==> src/nfc_defines.svh <==
`ifndef NFC_DEFINES_SVH
`define NFC_DEFINES_SVH

// ****************************************
// Controller register offsets
// ****************************************
`define NFC_REG_CTRL 8'h00
`define NFC_REG_ADDR 8'h04
`define NFC_REG_WDATA 8'h08
`define NFC_REG_STATUS 8'h0C
`define NFC_REG_RDATA 8'h10

// ****************************************
// Field positions and reset values
// ****************************************
`define NFC_CTRL_OP_LSB 0
`define NFC_CTRL_OP_MSB 3
`define NFC_CTRL_NOPOLL 4
`define NFC_STAT_BUSY 0
`define NFC_STAT_DONE 1
`define NFC_STAT_FAIL 2
`define NFC_STAT_WINDOW 3
`define NFC_STAT_IDENT 4
`define NFC_ADDR_W 19
`define NFC_RST_ADDR 19'h00000
`define NFC_RST_BYTE 8'h00

// ****************************************
// Flash command set
// ****************************************
`define NFC_UNLOCK1_ADDR 19'h00555
`define NFC_UNLOCK2_ADDR 19'h002AA
`define NFC_UNLOCK1_DATA 8'hAA
`define NFC_UNLOCK2_DATA 8'h55
`define NFC_CMD_RESET 8'hF0
`define NFC_CMD_IDENT 8'h90
`define NFC_CMD_PROG 8'hA0
`define NFC_CMD_ERASE 8'h80
`define NFC_CMD_CHIP 8'h10
`define NFC_CMD_SECTOR 8'h30
`define NFC_CMD_SUSPEND 8'hB0
`define NFC_CMD_RESUME 8'h30
`define NFC_SECTOR_MSB 18
`define NFC_SECTOR_LSB 16

// ****************************************
// Status bit positions on the data pins
// ****************************************
`define NFC_POLL_BIT 7
`define NFC_TOGGLE1_BIT 6
`define NFC_FAIL_BIT 5
`define NFC_WINDOW_BIT 3

// ****************************************
// Pin timing
// ****************************************
`define NFC_CLK_PERIOD_NS 4
`define NFC_T_PULSE_NS 40
`define NFC_PULSE_CYC ((`NFC_T_PULSE_NS + `NFC_CLK_PERIOD_NS - 1) / `NFC_CLK_PERIOD_NS)

`endif

==> src/nfc_pkg.sv <==
`include "nfc_defines.svh"

package nfc_pkg;

  // Operations that software may start; OP_NONE starts nothing
  typedef enum logic [3:0] {
    OP_NONE = 4'h0,
    OP_RESET = 4'h1,
    OP_IDENT = 4'h2,
    OP_PROG = 4'h3,
    OP_CHIP = 4'h4,
    OP_SECT = 4'h5,
    OP_SECT_ADD = 4'h6,
    OP_SUSPEND = 4'h7,
    OP_RESUME = 4'h8,
    OP_READ = 4'h9
  } nfc_op_t;

  // Controller sequencer states
  typedef enum logic [4:0] {
    ST_IDLE = 5'h01,
    ST_WRITE = 5'h02,
    ST_READ = 5'h04,
    ST_POLL = 5'h08,
    ST_FINAL = 5'h10
  } nfc_state_t;

  // Bus cycle phases
  typedef enum logic [3:0] {
    CY_IDLE = 4'h1,
    CY_SETUP = 4'h2,
    CY_STROBE = 4'h4,
    CY_HOLD = 4'h8
  } nfc_cyc_t;

  // One flash bus cycle
  typedef struct packed {
    logic write;
    logic [`NFC_ADDR_W-1:0] addr;
    logic [7:0] data;
  } nfc_cyc_req_t;

  // Flash pins driven by the controller
  typedef struct packed {
    logic ce_n;
    logic we_n;
    logic oe_n;
    logic [`NFC_ADDR_W-1:0] addr;
    logic [7:0] dq_out;
    logic dq_oe;
  } nfc_pins_t;

endpackage

==> src/nfc_seq_rom.sv <==
`timescale 1ns/1ps
`default_nettype none
`include "nfc_defines.svh"

module nfc_seq_rom (
  // Operation and position in its sequence
  input wire nfc_pkg::nfc_op_t op,
  input wire logic [2:0] step,
  input wire logic [`NFC_ADDR_W-1:0] addr,
  input wire logic [7:0] data,
  // Write cycle for this step
  output nfc_pkg::nfc_cyc_req_t req,
  output logic [2:0] n_writes
);

  logic [`NFC_ADDR_W-1:0] sector;

  // Sector address keeps only the sector select bits
  assign sector = {addr[`NFC_SECTOR_MSB:`NFC_SECTOR_LSB], 16'h0000};

  // Unlock addresses carry zeros above bit 10; the flash ignores them anyway
  always_comb begin
    req = '0;
    req.write = 1'b1;
    n_writes = 3'h0;
    case (op)
      nfc_pkg::OP_RESET: begin
        n_writes = 3'h1;
        req.data = `NFC_CMD_RESET;
      end
      nfc_pkg::OP_SUSPEND: begin
        n_writes = 3'h1;
        req.data = `NFC_CMD_SUSPEND;
      end
      nfc_pkg::OP_RESUME: begin
        n_writes = 3'h1;
        req.data = `NFC_CMD_RESUME;
      end
      nfc_pkg::OP_SECT_ADD: begin
        n_writes = 3'h1;
        req.addr = sector;
        req.data = `NFC_CMD_SECTOR;
      end
      nfc_pkg::OP_IDENT, nfc_pkg::OP_PROG, nfc_pkg::OP_CHIP, nfc_pkg::OP_SECT: begin
        n_writes = (op == nfc_pkg::OP_IDENT) ? 3'h3 : (op == nfc_pkg::OP_PROG) ? 3'h4 : 3'h6;
        if (op == nfc_pkg::OP_PROG && step == 3'h3) begin
          req.addr = addr;
          req.data = data;
        end else begin
          case (step)
            3'h0, 3'h3: begin
              req.addr = `NFC_UNLOCK1_ADDR;
              req.data = `NFC_UNLOCK1_DATA;
            end
            3'h1, 3'h4: begin
              req.addr = `NFC_UNLOCK2_ADDR;
              req.data = `NFC_UNLOCK2_DATA;
            end
            3'h2: begin
              req.addr = `NFC_UNLOCK1_ADDR;
              req.data = (op == nfc_pkg::OP_IDENT) ? `NFC_CMD_IDENT :
                         (op == nfc_pkg::OP_PROG) ? `NFC_CMD_PROG : `NFC_CMD_ERASE;
            end
            default: begin
              req.addr = (op == nfc_pkg::OP_CHIP) ? `NFC_UNLOCK1_ADDR : sector;
              req.data = (op == nfc_pkg::OP_CHIP) ? `NFC_CMD_CHIP : `NFC_CMD_SECTOR;
            end
          endcase
        end
      end
      default: begin
        n_writes = 3'h0;
      end
    endcase
  end

endmodule

`default_nettype wire

==> src/nfc_bus_cycle.sv <==
`timescale 1ns/1ps
`default_nettype none
`include "nfc_defines.svh"

module nfc_bus_cycle #(
  parameter int unsigned PULSE_CYC = `NFC_PULSE_CYC
) (
  // Clock and reset
  input wire logic clk,
  input wire logic sys_rst,
  input wire logic clk_en,
  // Cycle request
  input wire logic req_valid,
  input wire nfc_pkg::nfc_cyc_req_t req,
  output logic req_ready,
  output logic done,
  output logic [7:0] rd_byte,
  // Flash pins
  output nfc_pkg::nfc_pins_t pins,
  input wire logic [7:0] dq_in
);

  nfc_pkg::nfc_cyc_t state;
  logic [7:0] cnt;
  logic is_write;

  if (PULSE_CYC < 1 || PULSE_CYC > 255) begin : g_chk
    $error("PULSE_CYC must lie in 1..255");
  end

  assign req_ready = (state == nfc_pkg::CY_IDLE);

  // Phase sequencer: setup, strobe low, hold
  always_ff @(posedge clk or posedge sys_rst) begin
    if (sys_rst) begin
      state <= nfc_pkg::CY_IDLE;
      cnt <= 8'h00;
    end else if (clk_en) begin
      case (state)
        nfc_pkg::CY_IDLE: if (req_valid) state <= nfc_pkg::CY_SETUP;
        nfc_pkg::CY_SETUP: begin
          state <= nfc_pkg::CY_STROBE;
          cnt <= 8'(PULSE_CYC - 1);
        end
        nfc_pkg::CY_STROBE: begin
          if (cnt == 8'h00) state <= nfc_pkg::CY_HOLD;
          else cnt <= cnt - 8'h01;
        end
        default: state <= nfc_pkg::CY_IDLE;
      endcase
    end
  end

  // Pins: address and data settle before the strobe falls, stay past its rise
  always_ff @(posedge clk or posedge sys_rst) begin
    if (sys_rst) begin
      pins.ce_n <= 1'b1;
      pins.we_n <= 1'b1;
      pins.oe_n <= 1'b1;
      pins.addr <= `NFC_RST_ADDR;
      pins.dq_out <= `NFC_RST_BYTE;
      pins.dq_oe <= 1'b0;
      is_write <= 1'b0;
    end else if (clk_en) begin
      case (state)
        nfc_pkg::CY_IDLE: begin
          if (req_valid) begin
            pins.ce_n <= 1'b0;
            pins.addr <= req.addr;
            pins.dq_out <= req.data;
            pins.dq_oe <= req.write;
            is_write <= req.write;
          end
        end
        nfc_pkg::CY_SETUP: begin
          pins.we_n <= !is_write;
          pins.oe_n <= is_write;
        end
        nfc_pkg::CY_STROBE: begin
          if (cnt == 8'h00) begin
            pins.we_n <= 1'b1;
            pins.oe_n <= 1'b1;
          end
        end
        default: begin
          pins.ce_n <= 1'b1;
          pins.dq_oe <= 1'b0;
        end
      endcase
    end
  end

  // Read byte is taken at the end of the output strobe; done marks cycle end
  always_ff @(posedge clk or posedge sys_rst) begin
    if (sys_rst) begin
      rd_byte <= 8'h00;
      done <= 1'b0;
    end else if (clk_en) begin
      done <= (state == nfc_pkg::CY_HOLD);
      if (state == nfc_pkg::CY_STROBE && cnt == 8'h00 && !is_write) rd_byte <= dq_in;
    end
  end
endmodule

`default_nettype wire

==> src/nfc_ctrl.sv <==
// Notes on behaviour
// - Write F0 anywhere returns flash to array.
// - Identify: AA/555, 55/2AA, 90/555, then read.
// - Program: three command writes, then target byte.
// - Erase: six writes; chip 10, sector 30.
// - Poll at program location or erasing sector.
// - Take valid data only on later read.
// - Recheck status after timeout fail bit seen.
`timescale 1ns/1ps
`default_nettype none
`include "nfc_defines.svh"

module nfc_ctrl #(
  parameter int unsigned PULSE_CYC = `NFC_PULSE_CYC
) (
  // Clock, reset, enable
  input wire logic clk,
  input wire logic sys_rst,
  input wire logic clk_en,
  // Register port
  input wire logic [7:0] reg_addr,
  input wire logic [31:0] reg_wdata,
  input wire logic reg_wr,
  input wire logic reg_rd,
  output logic [31:0] reg_rdata,
  // Flash pins
  output nfc_pkg::nfc_pins_t flash_pins,
  input wire logic [7:0] flash_dq_in
);

  // ****************************************
  // Declarations
  // ****************************************
  nfc_pkg::nfc_state_t state;
  nfc_pkg::nfc_op_t op_reg;
  nfc_pkg::nfc_op_t new_op;
  nfc_pkg::nfc_cyc_req_t rom_req;
  nfc_pkg::nfc_cyc_req_t cyc_req;
  logic [`NFC_ADDR_W-1:0] addr_reg;
  logic [7:0] wdata_reg;
  logic [7:0] rdata_reg;
  logic [7:0] prev_byte;
  logic [7:0] rd_byte;
  logic [2:0] step;
  logic [2:0] n_writes;
  logic no_poll;
  logic have_prev;
  logic fail_seen;
  logic done_flag;
  logic fail_flag;
  logic window_flag;
  logic ident_mode;
  logic cyc_valid;
  logic cyc_ready;
  logic cyc_done;
  logic start;
  logic wr_last;
  logic wr_poll;
  logic finish;
  logic toggling;
  logic poll_over;
  logic poll_fail;
  logic [31:0] status_word;

  // ****************************************
  // Command decode and handshakes
  // ****************************************

  // Unknown operation codes and starts while busy are dropped
  assign new_op = nfc_pkg::nfc_op_t'(reg_wdata[`NFC_CTRL_OP_MSB:`NFC_CTRL_OP_LSB]);
  assign start = reg_wr && reg_addr == `NFC_REG_CTRL && state == nfc_pkg::ST_IDLE
                 && new_op != nfc_pkg::OP_NONE && new_op <= nfc_pkg::OP_READ;

  // Last write of a sequence and what follows it
  assign wr_last = state == nfc_pkg::ST_WRITE && cyc_done && step == 3'(n_writes - 3'h1);
  assign wr_poll = !no_poll && (op_reg == nfc_pkg::OP_PROG || op_reg == nfc_pkg::OP_CHIP
                   || op_reg == nfc_pkg::OP_SECT || op_reg == nfc_pkg::OP_SECT_ADD
                   || op_reg == nfc_pkg::OP_SUSPEND);
  assign finish = (wr_last && !wr_poll && op_reg != nfc_pkg::OP_IDENT)
                  || (cyc_done && (state == nfc_pkg::ST_READ || state == nfc_pkg::ST_FINAL));

  // Two reads that agree in toggle bit one mean the flash is no longer busy
  assign toggling = prev_byte[`NFC_TOGGLE1_BIT] != rd_byte[`NFC_TOGGLE1_BIT];
  assign poll_over = state == nfc_pkg::ST_POLL && cyc_done && have_prev && !toggling;
  assign poll_fail = state == nfc_pkg::ST_POLL && cyc_done && have_prev && toggling
                     && fail_seen;

  // A new request waits one cycle after done so no cycle is issued twice
  assign cyc_valid = state != nfc_pkg::ST_IDLE && !cyc_done;

  // Writes come from the sequence table, reads always go to the held address
  always_comb begin
    cyc_req = rom_req;
    if (state != nfc_pkg::ST_WRITE) begin
      cyc_req.write = 1'b0;
      cyc_req.addr = addr_reg;
      cyc_req.data = 8'h00;
    end
  end

  // ****************************************
  // Sequencer
  // ****************************************

  // Main state: write sequence, then read, poll or finish
  always_ff @(posedge clk or posedge sys_rst) begin
    if (sys_rst) begin
      state <= nfc_pkg::ST_IDLE;
    end else if (clk_en) begin
      case (state)
        nfc_pkg::ST_IDLE: begin
          if (start) begin
            state <= (new_op == nfc_pkg::OP_READ) ? nfc_pkg::ST_READ : nfc_pkg::ST_WRITE;
          end
        end
        nfc_pkg::ST_WRITE: begin
          if (finish) state <= nfc_pkg::ST_IDLE;
          else if (wr_last && op_reg == nfc_pkg::OP_IDENT) state <= nfc_pkg::ST_READ;
          else if (wr_last) state <= nfc_pkg::ST_POLL;
        end
        nfc_pkg::ST_POLL: begin
          if (poll_over) state <= nfc_pkg::ST_FINAL;
          else if (poll_fail) state <= nfc_pkg::ST_WRITE;
        end
        default: begin
          if (finish) state <= nfc_pkg::ST_IDLE;
        end
      endcase
    end
  end

  // Operation and step; a failed operation turns into a reset write
  always_ff @(posedge clk or posedge sys_rst) begin
    if (sys_rst) begin
      op_reg <= nfc_pkg::OP_NONE;
      no_poll <= 1'b0;
      step <= 3'h0;
    end else if (clk_en) begin
      if (start) begin
        op_reg <= new_op;
        no_poll <= reg_wdata[`NFC_CTRL_NOPOLL];
        step <= 3'h0;
      end else if (poll_fail) begin
        op_reg <= nfc_pkg::OP_RESET;
        step <= 3'h0;
      end else if (state == nfc_pkg::ST_WRITE && cyc_done) begin
        step <= step + 3'h1;
      end
    end
  end

  // Poll history; fail bit while toggling earns one more read
  always_ff @(posedge clk or posedge sys_rst) begin
    if (sys_rst) begin
      have_prev <= 1'b0;
      fail_seen <= 1'b0;
      prev_byte <= 8'h00;
    end else if (clk_en) begin
      if (start) begin
        have_prev <= 1'b0;
        fail_seen <= 1'b0;
      end else if (state == nfc_pkg::ST_POLL && cyc_done) begin
        have_prev <= 1'b1;
        prev_byte <= rd_byte;
        if (have_prev && toggling && rd_byte[`NFC_FAIL_BIT]) fail_seen <= 1'b1;
      end
    end
  end

  // ****************************************
  // Status flags and software registers
  // ****************************************

  // Done and fail flags are sticky, cleared only by the next start, which cannot meet a finish; ident_mode clears when a reset finishes
  always_ff @(posedge clk or posedge sys_rst) begin
    if (sys_rst) begin
      done_flag <= 1'b0;
      fail_flag <= 1'b0;
      window_flag <= 1'b0;
      ident_mode <= 1'b0;
      rdata_reg <= 8'h00;
    end else if (clk_en) begin
      if (finish) done_flag <= 1'b1;
      else if (start) done_flag <= 1'b0;
      if (poll_fail) fail_flag <= 1'b1;
      else if (start) fail_flag <= 1'b0;
      if (state == nfc_pkg::ST_POLL && cyc_done) window_flag <= rd_byte[`NFC_WINDOW_BIT];
      else if (start) window_flag <= 1'b0;
      if (wr_last && op_reg == nfc_pkg::OP_IDENT) ident_mode <= 1'b1;
      else if (finish && op_reg == nfc_pkg::OP_RESET) ident_mode <= 1'b0;
      if (cyc_done && state != nfc_pkg::ST_WRITE) rdata_reg <= rd_byte;
    end
  end

  // Address and program byte; held fixed while an operation runs
  always_ff @(posedge clk or posedge sys_rst) begin
    if (sys_rst) begin
      addr_reg <= `NFC_RST_ADDR;
      wdata_reg <= `NFC_RST_BYTE;
    end else if (clk_en && reg_wr && state == nfc_pkg::ST_IDLE) begin
      if (reg_addr == `NFC_REG_ADDR) addr_reg <= reg_wdata[`NFC_ADDR_W-1:0];
      else if (reg_addr == `NFC_REG_WDATA) wdata_reg <= reg_wdata[7:0];
    end
  end

  always_comb begin
    status_word = 32'h0000_0000;
    status_word[`NFC_STAT_BUSY] = state != nfc_pkg::ST_IDLE;
    status_word[`NFC_STAT_DONE] = done_flag;
    status_word[`NFC_STAT_FAIL] = fail_flag;
    status_word[`NFC_STAT_WINDOW] = window_flag;
    status_word[`NFC_STAT_IDENT] = ident_mode;
  end

  // Read data stand one cycle after the strobe; unmapped offsets read zero
  always_ff @(posedge clk or posedge sys_rst) begin
    if (sys_rst) begin
      reg_rdata <= 32'h0000_0000;
    end else if (clk_en) begin
      if (!reg_rd) reg_rdata <= 32'h0000_0000;
      else if (reg_addr == `NFC_REG_CTRL) reg_rdata <= {27'h0, no_poll, op_reg};
      else if (reg_addr == `NFC_REG_ADDR) reg_rdata <= {13'h0, addr_reg};
      else if (reg_addr == `NFC_REG_WDATA) reg_rdata <= {24'h0, wdata_reg};
      else if (reg_addr == `NFC_REG_STATUS) reg_rdata <= status_word;
      else if (reg_addr == `NFC_REG_RDATA) reg_rdata <= {24'h0, rdata_reg};
      else reg_rdata <= 32'h0000_0000;
    end
  end

  // ****************************************
  // Submodules
  // ****************************************
  nfc_seq_rom u_rom (
    .op(op_reg),
    .step(step),
    .addr(addr_reg),
    .data(wdata_reg),
    .req(rom_req),
    .n_writes(n_writes)
  );

  nfc_bus_cycle #(
    .PULSE_CYC(PULSE_CYC)
  ) u_cyc (
    .clk(clk),
    .sys_rst(sys_rst),
    .clk_en(clk_en),
    .req_valid(cyc_valid),
    .req(cyc_req),
    .req_ready(cyc_ready),
    .done(cyc_done),
    .rd_byte(rd_byte),
    .pins(flash_pins),
    .dq_in(flash_dq_in)
  );
endmodule

`default_nettype wire

==> config.mk <==
export PLATFORM = sky130hd
export DESIGN_NAME = nfc_ctrl
export DESIGN_NICKNAME = d
export VERILOG_FILES = /design/src/nfc_pkg.sv /design/src/nfc_seq_rom.sv /design/src/nfc_bus_cycle.sv /design/src/nfc_ctrl.sv
export VERILOG_INCLUDE_DIRS = /design/src /design/src/src
export SDC_FILE = /design/constraint.sdc
export NUM_CORES = 1
export LEC_CHECK = 0
export ABC_CLOCK_PERIOD_IN_PS = 4400
export CORE_ASPECT_RATIO = 1.25
export CORE_MARGIN = 1
export CORE_UTILIZATION = 55
export CTS_CLUSTER_DIAMETER = 100
export CTS_CLUSTER_SIZE = 8
export DETAILED_ROUTE_END_ITERATION = 8
export DONT_BUFFER_PORTS = 1
export PLACE_DENSITY = 0.68
export SETUP_SLACK_MARGIN = 0.4
export SYNTH_ARGS = -nofsm -noshare
export SYNTH_HDL_FRONTEND = slang
export SYNTH_SLANG_ARGS = --single-unit
==> constraint.sdc <==
create_clock -name clk -period 4.4 [get_ports clk]
set_input_delay 0.44 -clock clk [delete_from_list [all_inputs] [get_ports clk]]
set_output_delay 0.44 -clock clk [all_outputs]
set_load 0.1 [all_outputs]
==> metrics.txt, run 1 <==
total core area=10770 µm²; HPWL after detailed placement=about 9900 µm; number of buffers inserted for hold repair after clock tree synthesis=0; primary flip-flop cell chosen by synthesis mapping=sky130_fd_sc_hd__dfrtp_1; data required time of the critical path=4.68 ns; number of placement rows=42; Die Area=11670 µm²; count of unique library cells instantiated by Yosys=63; kind of start point of the critical path=flip-flop; Worst Slack Setup Final=1.122 ns; share of the cycle needed by the critical path after routing=74.50%; area of the mapped netlist=6180 µm²; clock-pin slew on the worst setup and hold paths=approximately 0.060 ns; sequential element share of the synthesized area=51.53%; DRC violation count after routing=0; placed cell count=702; top post-synthesis cells by area=sky130_fd_sc_hd__dfrtp_1 (49%), sky130_fd_sc_hd__mux2_2 (6.4%), sky130_fd_sc_hd__o21ai_0 (4.1%), sky130_fd_sc_hd__a22o_1 (3.7%), sky130_fd_sc_hd__nor2_1 (3.5%); worst-path cell with the longest stage delay=sky130_fd_sc_hd__nor4b_1; pre-CTS setup slack=1.205 ns; largest fanout on the critical path=16; max-cap violations=0; Worst path max stage delay=0.65 ns; count of synthesis-stage warnings from yosys=0; proportion of netlist area held by the largest area contributor=49.40%; busiest grt layer=met2; Synth Register Bits=127; antenna-violating nets left=0; Post-Synth XOR/XNOR Area=1.842%; main combinational cell family by area after synthesis=compound AO/OA/AOI/OAI gates; worst hold path type=input port to async pin; mean cell area of the mapped netlist=10.44 µm²; number of resized instances in the post-cts repair step=0; outcome=finished clean; portion of netlist area occupied by mux cells=8.807%; met3 usage in global routing=8.844%; kind of end point of the critical path=flip-flop; CTS root buffer=sky130_fd_sc_hd__clkbuf_16; number of buffers created by CTS=17; met1 Track Usage GR=30.25%; time the worst path needs with I/O delays and setup=3.278 ns; Net count, final=650; starting utilization of the core area=between 50% and 60%; number of global-route vias before repair=4518; simple-gate share of the synthesized area=15.23%; worst reg2reg endpoint=ident_mode; number of antenna violations at the first check in global routing=0; Routed Wire Length=13890 µm; post-synth top area cell=sky130_fd_sc_hd__dfrtp_1; last weighted congestion value of the routability-driven placer=0.8798; slew of the pin with the lowest slew margin=between 1 and 1.5 ns; Power Density=490.5 nW/µm²; Detailed Route Iter0 Violations=221; wire length per cell after detailed routing=roughly 19 µm; most frequent cells in the layout=sky130_fd_sc_hd__dfrtp_1 (122), sky130_fd_sc_hd__nor2_1 (56), sky130_fd_sc_hd__nand2_1 (53); total count of max-transition violations in the final report=0; pin count of the biggest net entering global routing=79; ratio of cells with drive above 1 in the final layout=15.97%; classification of the worst setup path=flip-flop to flip-flop; maximum clock insertion buffer count=2; die width=approximately 97 µm; Remaining Overflow, GRT=0; FF-to-FF path depth=9; first-pass GRT wire length=22930 µm; RSZ-0062 raised after global routing=no; most numerous cell on the critical path=sky130_fd_sc_hd__a21oi_1; Max IR drop VDD=0.2668 mV; normalized max-slew margin=a little under a quarter; Setup Total Neg Slack=0 ns; startpoint of the lowest-slack register-to-register path=op_reg[3]; final number of setup-violating endpoints=0; power after layout=0.003360 W; CTS tree=done; number of sinks handled by clock tree synthesis=~130; setup repair bufs after CTS=0; Port Buffer Count=0; Critical Path, Cell by Cell=nor4b_1 > a211oi_2 > ha_1 > xor2_1 > or3_1 > a21oi_1 > a21oi_1 > o41ai_1 > o31ai_1; fraction of synthesis flops using an asynchronous set or reset pin=100.0%; arrival time worst endpoint=3.56 ns; Worst Clk Skew=0.006186 ns; diode insertion count for antenna repair=0; Finished Layout Cells=733; number of flip-flops under the largest register name=31; Min Hold Slack=0.1019 ns; clock latency on the worst-skew pair=0.42 ns; Fill cells=between 800 and 900; final hold violation count=0; Static Leakage=3.208 nW; reg-to-reg slack, setup=between 1 and 1.5 ns; Die Ht=~120 µm; most frequent standard cell in the layout excluding fill and tap cells=sky130_fd_sc_hd__dfrtp_1; adder-cell share of the synthesized area=1.620%; Max H-tree Level=4; Area Growth Syn to Fin=10.85%; number of primary I/O pins=116; complex-gate fraction of the synthesized area=~16%; drt via density=6.143; global router's overall resource usage=25.07%; GR Layer Usage met2=40.40%; number of iterations in the first detailed-routing pass=4; number of vias after detailed routing=4503; count of mapped cells out of synthesis=592; number of flops mapped to enable cells by yosys=0; Fmax=just over 300 MHz
-- area by class of cell --
| cell class | count | area (µm²) | area share, % |
|---|---|---|---|
| Clock buffer | 18 | 439.2 | 6.411 |
| Clock inverter | 13 | 187.7 | 2.740 |
| Inverter | 24 | 92.59 | 1.352 |
| Multi-Input combinational cell | 414 | 2744 | 40.05 |
| Sequential cell | 127 | 3184 | 46.48 |
| Tap cell | 132 | 165.2 | 2.411 |
| Timing Repair Buffer | 5 | 37.54 | 0.5479 |
-- report_power, final --
part | leakage [nW] | total [W] | switching, W | internal, W
clock | 0.298 | 0.00148 | 0.000518 | 0.000960
combinational | 1.20 | 0.000354 | 0.000235 | 0.000119
sequential | 1.71 | 0.00153 | 0.000265 | 0.00126
-- cells by family after synthesis --
group	after synthesis
compound gates	149
buf+inv	63
xor+xnor	13
simple gates	185
other cells	1
fa+ha+maj	8
flops	127
mux	46
-- worst max-delay path by stage --
stage                         start          end  slack (ns)  cells past startpoint
after detailed placement  op_reg[3]   ident_mode        1.21                      9
after CTS                 op_reg[3]   ident_mode        1.20                      9
final                     op_reg[3]   ident_mode        1.12                      9
after floorplan             sys_rst  addr_reg[0]        0.58                      1
after global placement    op_reg[3]   ident_mode        1.35                      9
after global routing      op_reg[3]   ident_mode        0.78                      9
-- critical path: cells and delay by family (launching register included) --
family | cells | cell delay [ns]
adder cells (fa/ha/maj) | 1 | 0.24
XOR/XNOR | 1 | 0.17
flip-flops | 1 | 0.55
AND/OR/NAND/NOR | 2 | 1.03
AO/OA/AOI/OAI | 5 | 1.15
-- routing by layer --
| metal | up-vias | part of all wire [%] | wire length, µm |
|---|---|---|---|
| met5 | - | 0 | 0 |
| met4 | 0 | 2.8 | 391 |
| met1 | 2227 | 42 | 5852 |
| met2 | 154 | 48 | 6700 |
| li1 | 2090 | - | - |
| met3 | 32 | 6.8 | 950 |
-- synth_stat cells, types with 5 or more instances --
cell type                  count
sky130_fd_sc_hd__nand2b_1      6
sky130_fd_sc_hd__dfstp_2       5
sky130_fd_sc_hd__nor3_1        7
sky130_fd_sc_hd__a31oi_1       7
sky130_fd_sc_hd__nand2_1      53
sky130_fd_sc_hd__mux2_4        8
sky130_fd_sc_hd__o31ai_1       8
sky130_fd_sc_hd__ha_1          8
sky130_fd_sc_hd__and3_1        5
sky130_fd_sc_hd__o21ai_0      51
sky130_fd_sc_hd__xor2_1       11
sky130_fd_sc_hd__a21oi_1      21
sky130_fd_sc_hd__a22o_1       26
sky130_fd_sc_hd__clkbuf_1     19
sky130_fd_sc_hd__nor2b_1      11
sky130_fd_sc_hd__nand3_1      14
sky130_fd_sc_hd__buf_2         5
sky130_fd_sc_hd__nor2_1       57
sky130_fd_sc_hd__dfrtp_1     122
sky130_fd_sc_hd__mux2_2       35
sky130_fd_sc_hd__inv_1        23
sky130_fd_sc_hd__buf_4        15
-- through the flow --
stage | util [%] | area [µm²]
floorplan | - | 6225
global placement | 57.77 | 6223
detailed placement | 57.77 | 6223
CTS | 63.59 | 6850
global route | 63.59 | 6850
finish | 63.59 | 6850
Power figures use the tool's default switching activity.
==> run 2, diff against run 1 <==
--- a/config.mk
+++ b/config.mk
@@ -6,7 +6,7 @@
 export SDC_FILE = /design/constraint.sdc
 export NUM_CORES = 1
 export LEC_CHECK = 0
-export ABC_CLOCK_PERIOD_IN_PS = 4400
+export ABC_CLOCK_PERIOD_IN_PS = 3000
 export CORE_ASPECT_RATIO = 1.25
 export CORE_MARGIN = 1
 export CORE_UTILIZATION = 55
@@ -14,7 +14,7 @@
 export CTS_CLUSTER_SIZE = 8
 export DETAILED_ROUTE_END_ITERATION = 8
 export DONT_BUFFER_PORTS = 1
-export PLACE_DENSITY = 0.68
+export PLACE_DENSITY = 0.71
 export SETUP_SLACK_MARGIN = 0.4
 export SYNTH_ARGS = -nofsm -noshare
 export SYNTH_HDL_FRONTEND = slang
==> constraint.sdc (replaced) <==
create_clock -name clk -period 3 [get_ports clk]
set_input_delay 0.3 -clock clk [delete_from_list [all_inputs] [get_ports clk]]
set_output_delay 0.3 -clock clk [all_outputs]
set_load 0.1 [all_outputs]
==> metrics.txt, run 2 (synthesis results as in run 1) <==
number of buffers created by CTS=17 (unchanged); slew of the pin with the lowest slew margin=0.9347 ns (-0.2236 ns); final hold violation count=0 (unchanged); relative contribution of the clock network to total power=42.7% (-1.3 points); Fmax=395.6 MHz (+30%); Comb pwr share=11.2% (+0.7 points); DRC violation count after routing=0 (unchanged); pre-CTS setup slack=0.2355 ns (-0.9695 ns); drt via density=6.157 (+0.22%); RSZ-0062 raised after global routing=yes; diode insertion count for antenna repair=0 (unchanged); Power Density=685.7 nW/µm² (+40%); number of vias after detailed routing=4630 (+2.8%); ratio of cells with drive above 1 in the final layout=20.32% (+4.3 points); Placed Instance Area=6314 µm² (+1.4%); total core area=10770 µm² (unchanged); portion of total power attributed to sequential cells=46.1% (+0.6 points); normalized max-slew margin=37.69% (+15 points); last weighted congestion value of the routability-driven placer=0.8371 (-4.9%); largest fanout on the critical path=8 (-8); placed cell count=710 (+1.1%); Die Area=11670 µm² (unchanged); clock latency on the worst-skew pair=0.42 ns (about the same); wire length per cell after detailed routing=18.88 µm (-0.39%); worst hold path type=input port to flip-flop; Finished Layout Cells=752 (+2.6%); Fill cells=797 (-9.6%); Setup Total Neg Slack=0 ns (unchanged); Detailed Route Iter0 Violations=251 (+14%); Worst Slack Setup Final=0.4720 ns (-0.6502 ns); Port Buffer Count=0 (unchanged); antenna-violating nets left=0 (unchanged); CTS root buffer=sky130_fd_sc_hd__clkbuf_16; FF-to-FF path depth=11 (+2); number of primary I/O pins=116 (unchanged); outcome=finished clean; time the worst path needs with I/O delays and setup=2.528 ns (-0.7499 ns); max-cap violations=0 (unchanged); final number of setup-violating endpoints=0 (unchanged); maximum clock insertion buffer count=2 (unchanged); data required time of the critical path=3.30 ns (-1.38 ns); number of flip-flops under the largest register name=31 (unchanged); most frequent standard cell in the layout excluding fill and tap cells=sky130_fd_sc_hd__dfrtp_1; Routed Wire Length=14200 µm (+2.2%); Int Power=0.003356 W (+43%); Area Growth Syn to Fin=14.78%; Final Instance Area=7093 µm² (+3.5%); Net count, final=668 (+2.8%); global router's overall resource usage=25.13% (+0.054 points); die width=96.81 µm (unchanged); kind of start point of the critical path=flip-flop; Max H-tree Level=4 (unchanged); number of iterations in the first detailed-routing pass=5 (+1); HPWL after detailed placement=9901 µm (about the same); pin count of the biggest net entering global routing=107 (+35%); net switching power of the design=0.001508 W (+48%); kind of end point of the critical path=flip-flop; number of sinks handled by clock tree synthesis=127 (unchanged); CTS tree=done; Worst Clk Skew=0.008187 ns (+0.002002 ns); Static Leakage=3.306 nW (+3.0%); most frequent cells in the layout=sky130_fd_sc_hd__dfrtp_1 (118), sky130_fd_sc_hd__nor2_1 (56), sky130_fd_sc_hd__nand2_1 (53); share of the cycle needed by the critical path after routing=84.27% (+9.8 points); Max IR drop VDD=0.4631 mV (+74%); number of antenna violations at the first check in global routing=0 (unchanged); arrival time worst endpoint=2.83 ns (-0.73 ns); hold-critical path depth=2; clock-pin slew on the worst setup and hold paths=0.06 ns (about the same); starting utilization of the core area=57.36% (unchanged); first-pass GRT wire length=22960 µm (+0.12%); Die Ht=120.5 µm (unchanged); number of global-route vias before repair=4551 (+0.73%); Remaining Overflow, GRT=0 (unchanged); total count of max-transition violations in the final report=0 (unchanged); Switching Share=31.01% (+0.71 points); classification of the worst setup path=flip-flop to flip-flop; number of placement rows=42 (unchanged)
run 2: cell types whose count changed in the layout (fill, tap and decap cells not counted), moves of 3 or more:
| cell | change |
|---|---|
| sky130_fd_sc_hd__dfrtp_1 | -4 |
| sky130_fd_sc_hd__buf_4 | +14 |
| sky130_fd_sc_hd__clkbuf_8 | +3 |
| sky130_fd_sc_hd__dfrtp_2 | +4 |
run 2: routing by layer:
layer  routed length [µm]  vias to the layer above  track usage [%]
li1                     -                     2137                -
met5                    0                        -                0
met1                 5776                     2277            30.66
met2                 6949                      178            40.05
met4                  542                        0            14.55
met3                  929                       38            7.052
run 2: final cells by class:
| class | instances | area (µm²) | share of cell area [%] |
|---|---|---|---|
| clock buffers | 21 | 480.5 | 6.774 |
| clock inverters | 11 | 130.1 | 1.835 |
| inverters | 24 | 93.84 | 1.323 |
| multi-input cells | 414 | 2840 | 40.04 |
| flip-flops and latches | 127 | 3189 | 44.96 |
| well taps | 132 | 165.2 | 2.328 |
| repair buffers | 23 | 193.9 | 2.734 |
run 2: power groups by stage:
stage	sequential, W	combinational, W	clock (W)
finish	0.00224	0.000544	0.00208
global route	0.00226	0.000617	0.00217
CTS	0.00224	0.000551	0.00209
detailed placement	0.00227	0.000541	0
global placement	0.00227	0.000526	0
floorplan	0.00224	0.000463	0
run 2: timing repair:
action,4_1_cts,5_1_grt
hold endpoints to repair,24,0
hold buffers,2,0
endpoints found under the setup margin,5,14
gates resized for setup,6,12
buffers inserted,6,2
pin swaps,4,8
run 2: path summary, 6_finish.rpt:
path	startpoint	to	slack (ns)
min	reg_wdata[4]	no_poll	0.0005
min reg2reg	u_cyc.state[0]	u_cyc.state[0]	0.49
min in group asynchronous	sys_rst	u_cyc.cnt[2]	0.39
max in group asynchronous	sys_rst	op_reg[0]	1.70
max reg2reg	op_reg[2]	state[3]	0.47
max	op_reg[2]	state[3]	0.47
run 2: critical path, stage by stage (launching register included):
cell                      delay (ns)
sky130_fd_sc_hd__dfrtp_2        0.47
sky130_fd_sc_hd__nor2_1         0.12
sky130_fd_sc_hd__mux2i_1        0.08
sky130_fd_sc_hd__or2_4          0.25
sky130_fd_sc_hd__ha_4           0.16
sky130_fd_sc_hd__xor2_1         0.16
sky130_fd_sc_hd__or3_4          0.39
sky130_fd_sc_hd__a21oi_4        0.19
sky130_fd_sc_hd__buf_6          0.13
sky130_fd_sc_hd__and2_1         0.12
sky130_fd_sc_hd__nand2_1        0.08
sky130_fd_sc_hd__a32o_1         0.27
run 2: through the flow:
| step | hold WS, ns | utilization (%) | total power (W) |
|---|---|---|---|
| CTS | 0.001504 | 65.10 | 0.004886 |
| global placement | 0.2213 | 58.61 | 0.002793 |
| detailed placement | 0.2272 | 58.61 | 0.002812 |
| floorplan | 0.4125 | - | 0.002701 |
| finish | 0.0004913 | 65.84 | 0.004864 |
| global route | 0.01173 | 65.84 | 0.005051 |
==> run 3, diff against run 2 <==
--- a/config.mk
+++ b/config.mk
@@ -6,7 +6,7 @@
 export SDC_FILE = /design/constraint.sdc
 export NUM_CORES = 1
 export LEC_CHECK = 0
-export ABC_CLOCK_PERIOD_IN_PS = 3000
+export ABC_CLOCK_PERIOD_IN_PS = 2200
 export CORE_ASPECT_RATIO = 1.25
 export CORE_MARGIN = 1
 export CORE_UTILIZATION = 55
==> constraint.sdc (replaced) <==
create_clock -name clk -period 2.2 [get_ports clk]
set_input_delay 0.22 -clock clk [delete_from_list [all_inputs] [get_ports clk]]
set_output_delay 0.22 -clock clk [all_outputs]
set_load 0.1 [all_outputs]
==> metrics.txt, run 3 (synthesis results as in run 1) <==
outcome=finished with violations; violations in the final reports=setup timing; Finished Layout Cells=879 (+17%); number of vias after detailed routing=5533 (+20%); classification of the worst setup path=flip-flop to flip-flop; busiest grt layer=met2; Comb pwr share=21.0% (+9.8 points); Detailed Route Iter0 Violations=382 (+52%); Die Ht=120.5 µm (unchanged); number of antenna violations at the first check in global routing=0 (unchanged); Static Leakage=4.056 nW (+23%); last weighted congestion value of the routability-driven placer=0.8395 (+0.29%); clock latency on the worst-skew pair=0.42 ns (about the same); Fill cells=599 (-25%); HPWL after detailed placement=11030 µm (+11%); reg-to-reg slack, setup=-0.33 ns (-0.80 ns); pin count of the biggest net entering global routing=55 (-49%); maximum clock insertion buffer count=2 (unchanged); ratio of cells with drive above 1 in the final layout=38.15% (+18 points); Port Buffer Count=0 (unchanged); met3 usage in global routing=8.092% (+1.0 points); final cell utilization of the core=80.48% (+15 points); number of global-route vias before repair=5472 (+20%); clock-pin slew on the worst setup and hold paths=0.06 ns (about the same); Remaining Overflow, GRT=0 (unchanged); total core area=10770 µm² (unchanged); RSZ-0062 raised after global routing=yes; placed cell count=777 (+9.4%); number of flip-flops under the largest register name=31 (unchanged); FF-to-FF path depth=10 (-1); starting utilization of the core area=57.36% (unchanged); Min Hold Slack=0.05019 ns (+0.04970 ns); Die Area=11670 µm² (unchanged); Routed Wire Length=19070 µm (+34%); data required time of the critical path=2.49 ns (-0.81 ns); Area Growth Syn to Fin=40.29%; wire length per cell after detailed routing=21.69 µm (+15%); Net count, final=795 (+19%); slew of the pin with the lowest slew margin=0.8919 ns (-0.04284 ns); Placed Instance Area=6963 µm² (+10%); most frequent standard cell in the layout excluding fill and tap cells=sky130_fd_sc_hd__dfrtp_1; global router's overall resource usage=31.78% (+6.7 points); final hold violation count=0 (unchanged); pre-CTS setup slack=-0.4148 ns (-0.6503 ns); hold-critical path depth=2 (unchanged); drt via density=6.295 (+2.2%); most frequent cells in the layout=sky130_fd_sc_hd__dfrtp_1 (114), sky130_fd_sc_hd__buf_4 (94), sky130_fd_sc_hd__nand2_1 (48); diode insertion count for antenna repair=0 (unchanged); startpoint of the lowest-slack register-to-register path=op_reg[0]; Power Density=826.6 nW/µm² (+21%); arrival time worst endpoint=2.82 ns (about the same); Switching Share=32.46% (+1.4 points); CTS tree=done; number of iterations in the first detailed-routing pass=5 (unchanged); Worst Slack Setup Final=-0.3313 ns (-0.8032 ns); CTS root buffer=sky130_fd_sc_hd__clkbuf_16; Max H-tree Level=4 (unchanged); Max IR drop VDD=0.5981 mV (+29%); Final Instance Area=8670 µm² (+22%); largest fanout on the critical path=6 (-2); worst hold path type=input port to flip-flop; worst reg2reg endpoint=ident_mode; endpoint with the worst hold slack=reg_rdata[6]; net switching power of the design=0.002326 W (+54%); antenna-violating nets left=0 (unchanged); Worst Clk Skew=0.005516 ns (-0.002671 ns); number of primary I/O pins=116 (unchanged); die width=96.81 µm (unchanged); share of the cycle needed by the critical path after routing=115.1% (+31 points); Int Power=0.004840 W (+44%); total count of max-transition violations in the final report=0 (unchanged); startpoint of the tightest hold check path=clk_en; first-pass GRT wire length=28570 µm (+24%); GR Layer Usage met2=54.05% (+14 points); max-cap violations=0 (unchanged); portion of total power attributed to sequential cells=39.6% (-6.5 points); kind of end point of the critical path=flip-flop; met1 Track Usage GR=36.31% (+5.7 points); time the worst path needs with I/O delays and setup=2.531 ns (+0.003203 ns); number of sinks handled by clock tree synthesis=127 (unchanged); Fmax=395.1 MHz (-0.13%); number of buffers created by CTS=17 (unchanged); number of placement rows=42 (unchanged); final number of setup-violating endpoints=6 (+6); normalized max-slew margin=40.54% (+2.9 points); DRC violation count after routing=0 (unchanged); relative contribution of the clock network to total power=39.4% (-3.3 points); kind of start point of the critical path=flip-flop
## run 3: stage by stage
step	setup TNS (ns)	power [W]
final	-1.436	0.007166
after global routing	-2.280	0.007381
after CTS	-1.168	0.007052
after detailed placement	-1.856	0.003923
after global placement	-0.9265	0.003889
after floorplan	-0.5307	0.003703
## run 3: critical path, stage by stage, from the launching register on
cell and delay [ns]:
sky130_fd_sc_hd__dfrtp_2 0.47, sky130_fd_sc_hd__nor4b_4 0.36, sky130_fd_sc_hd__a211oi_4 0.09, sky130_fd_sc_hd__ha_4 0.17, sky130_fd_sc_hd__xor2_1 0.17, sky130_fd_sc_hd__or3_4 0.36, sky130_fd_sc_hd__a21oi_4 0.19, sky130_fd_sc_hd__buf_4 0.15
sky130_fd_sc_hd__a31oi_1 0.09, sky130_fd_sc_hd__o41ai_1 0.25, sky130_fd_sc_hd__o31ai_1 0.11
## run 3: timing repair
item / CTS / global route
pin swaps: 36 / 27
buffers inserted: 25 / 11
hold buffers: 30 / 0
endpoints found under the setup margin: 90 / 99
cloned: 4 / 0
endpoints found under the hold margin: 77 / 0
resized for setup: 85 / 56
## run 3: layer usage
| layer | vias to the layer above | share of wire, % |
|---|---|---|
| met3 | 97 | 6.3 |
| met5 | - | 0 |
| met4 | 0 | 5.5 |
| met2 | 290 | 51 |
| li1 | 2372 | - |
| met1 | 2774 | 37 |
## run 3: power by group through the flow
stage                     Clock [W]  Combinational [W]  Sequential (W)
final                       0.00282            0.00151         0.00284
after global routing        0.00294            0.00159         0.00285
after CTS                   0.00281            0.00142         0.00282
after detailed placement          0            0.00105         0.00287
after global placement            0            0.00102         0.00287
after floorplan                   0           0.000649         0.00305
## run 3: worst max-delay path by stage
stage,cells past startpoint,slack (ns),to,start
after floorplan,10,-0.21,ident_mode,op_reg[0]
after global placement,9,-0.27,ident_mode,op_reg[1]
after detailed placement,9,-0.41,ident_mode,op_reg[1]
after CTS,9,-0.26,ident_mode,op_reg[3]
after global routing,11,-0.47,ident_mode,op_reg[0]
final,10,-0.33,ident_mode,op_reg[0]
## run 3: cell type report
cell class	count	area (µm²)	share of cell area [%]
clock inverter	13	136.4	1.573
clock buffer	19	452.9	5.224
multi-input combinational	415	3239	37.36
sequential	127	3194	36.85
inverter	24	93.84	1.082
timing repair buffer	149	1388	16.01
tap	132	165.2	1.905
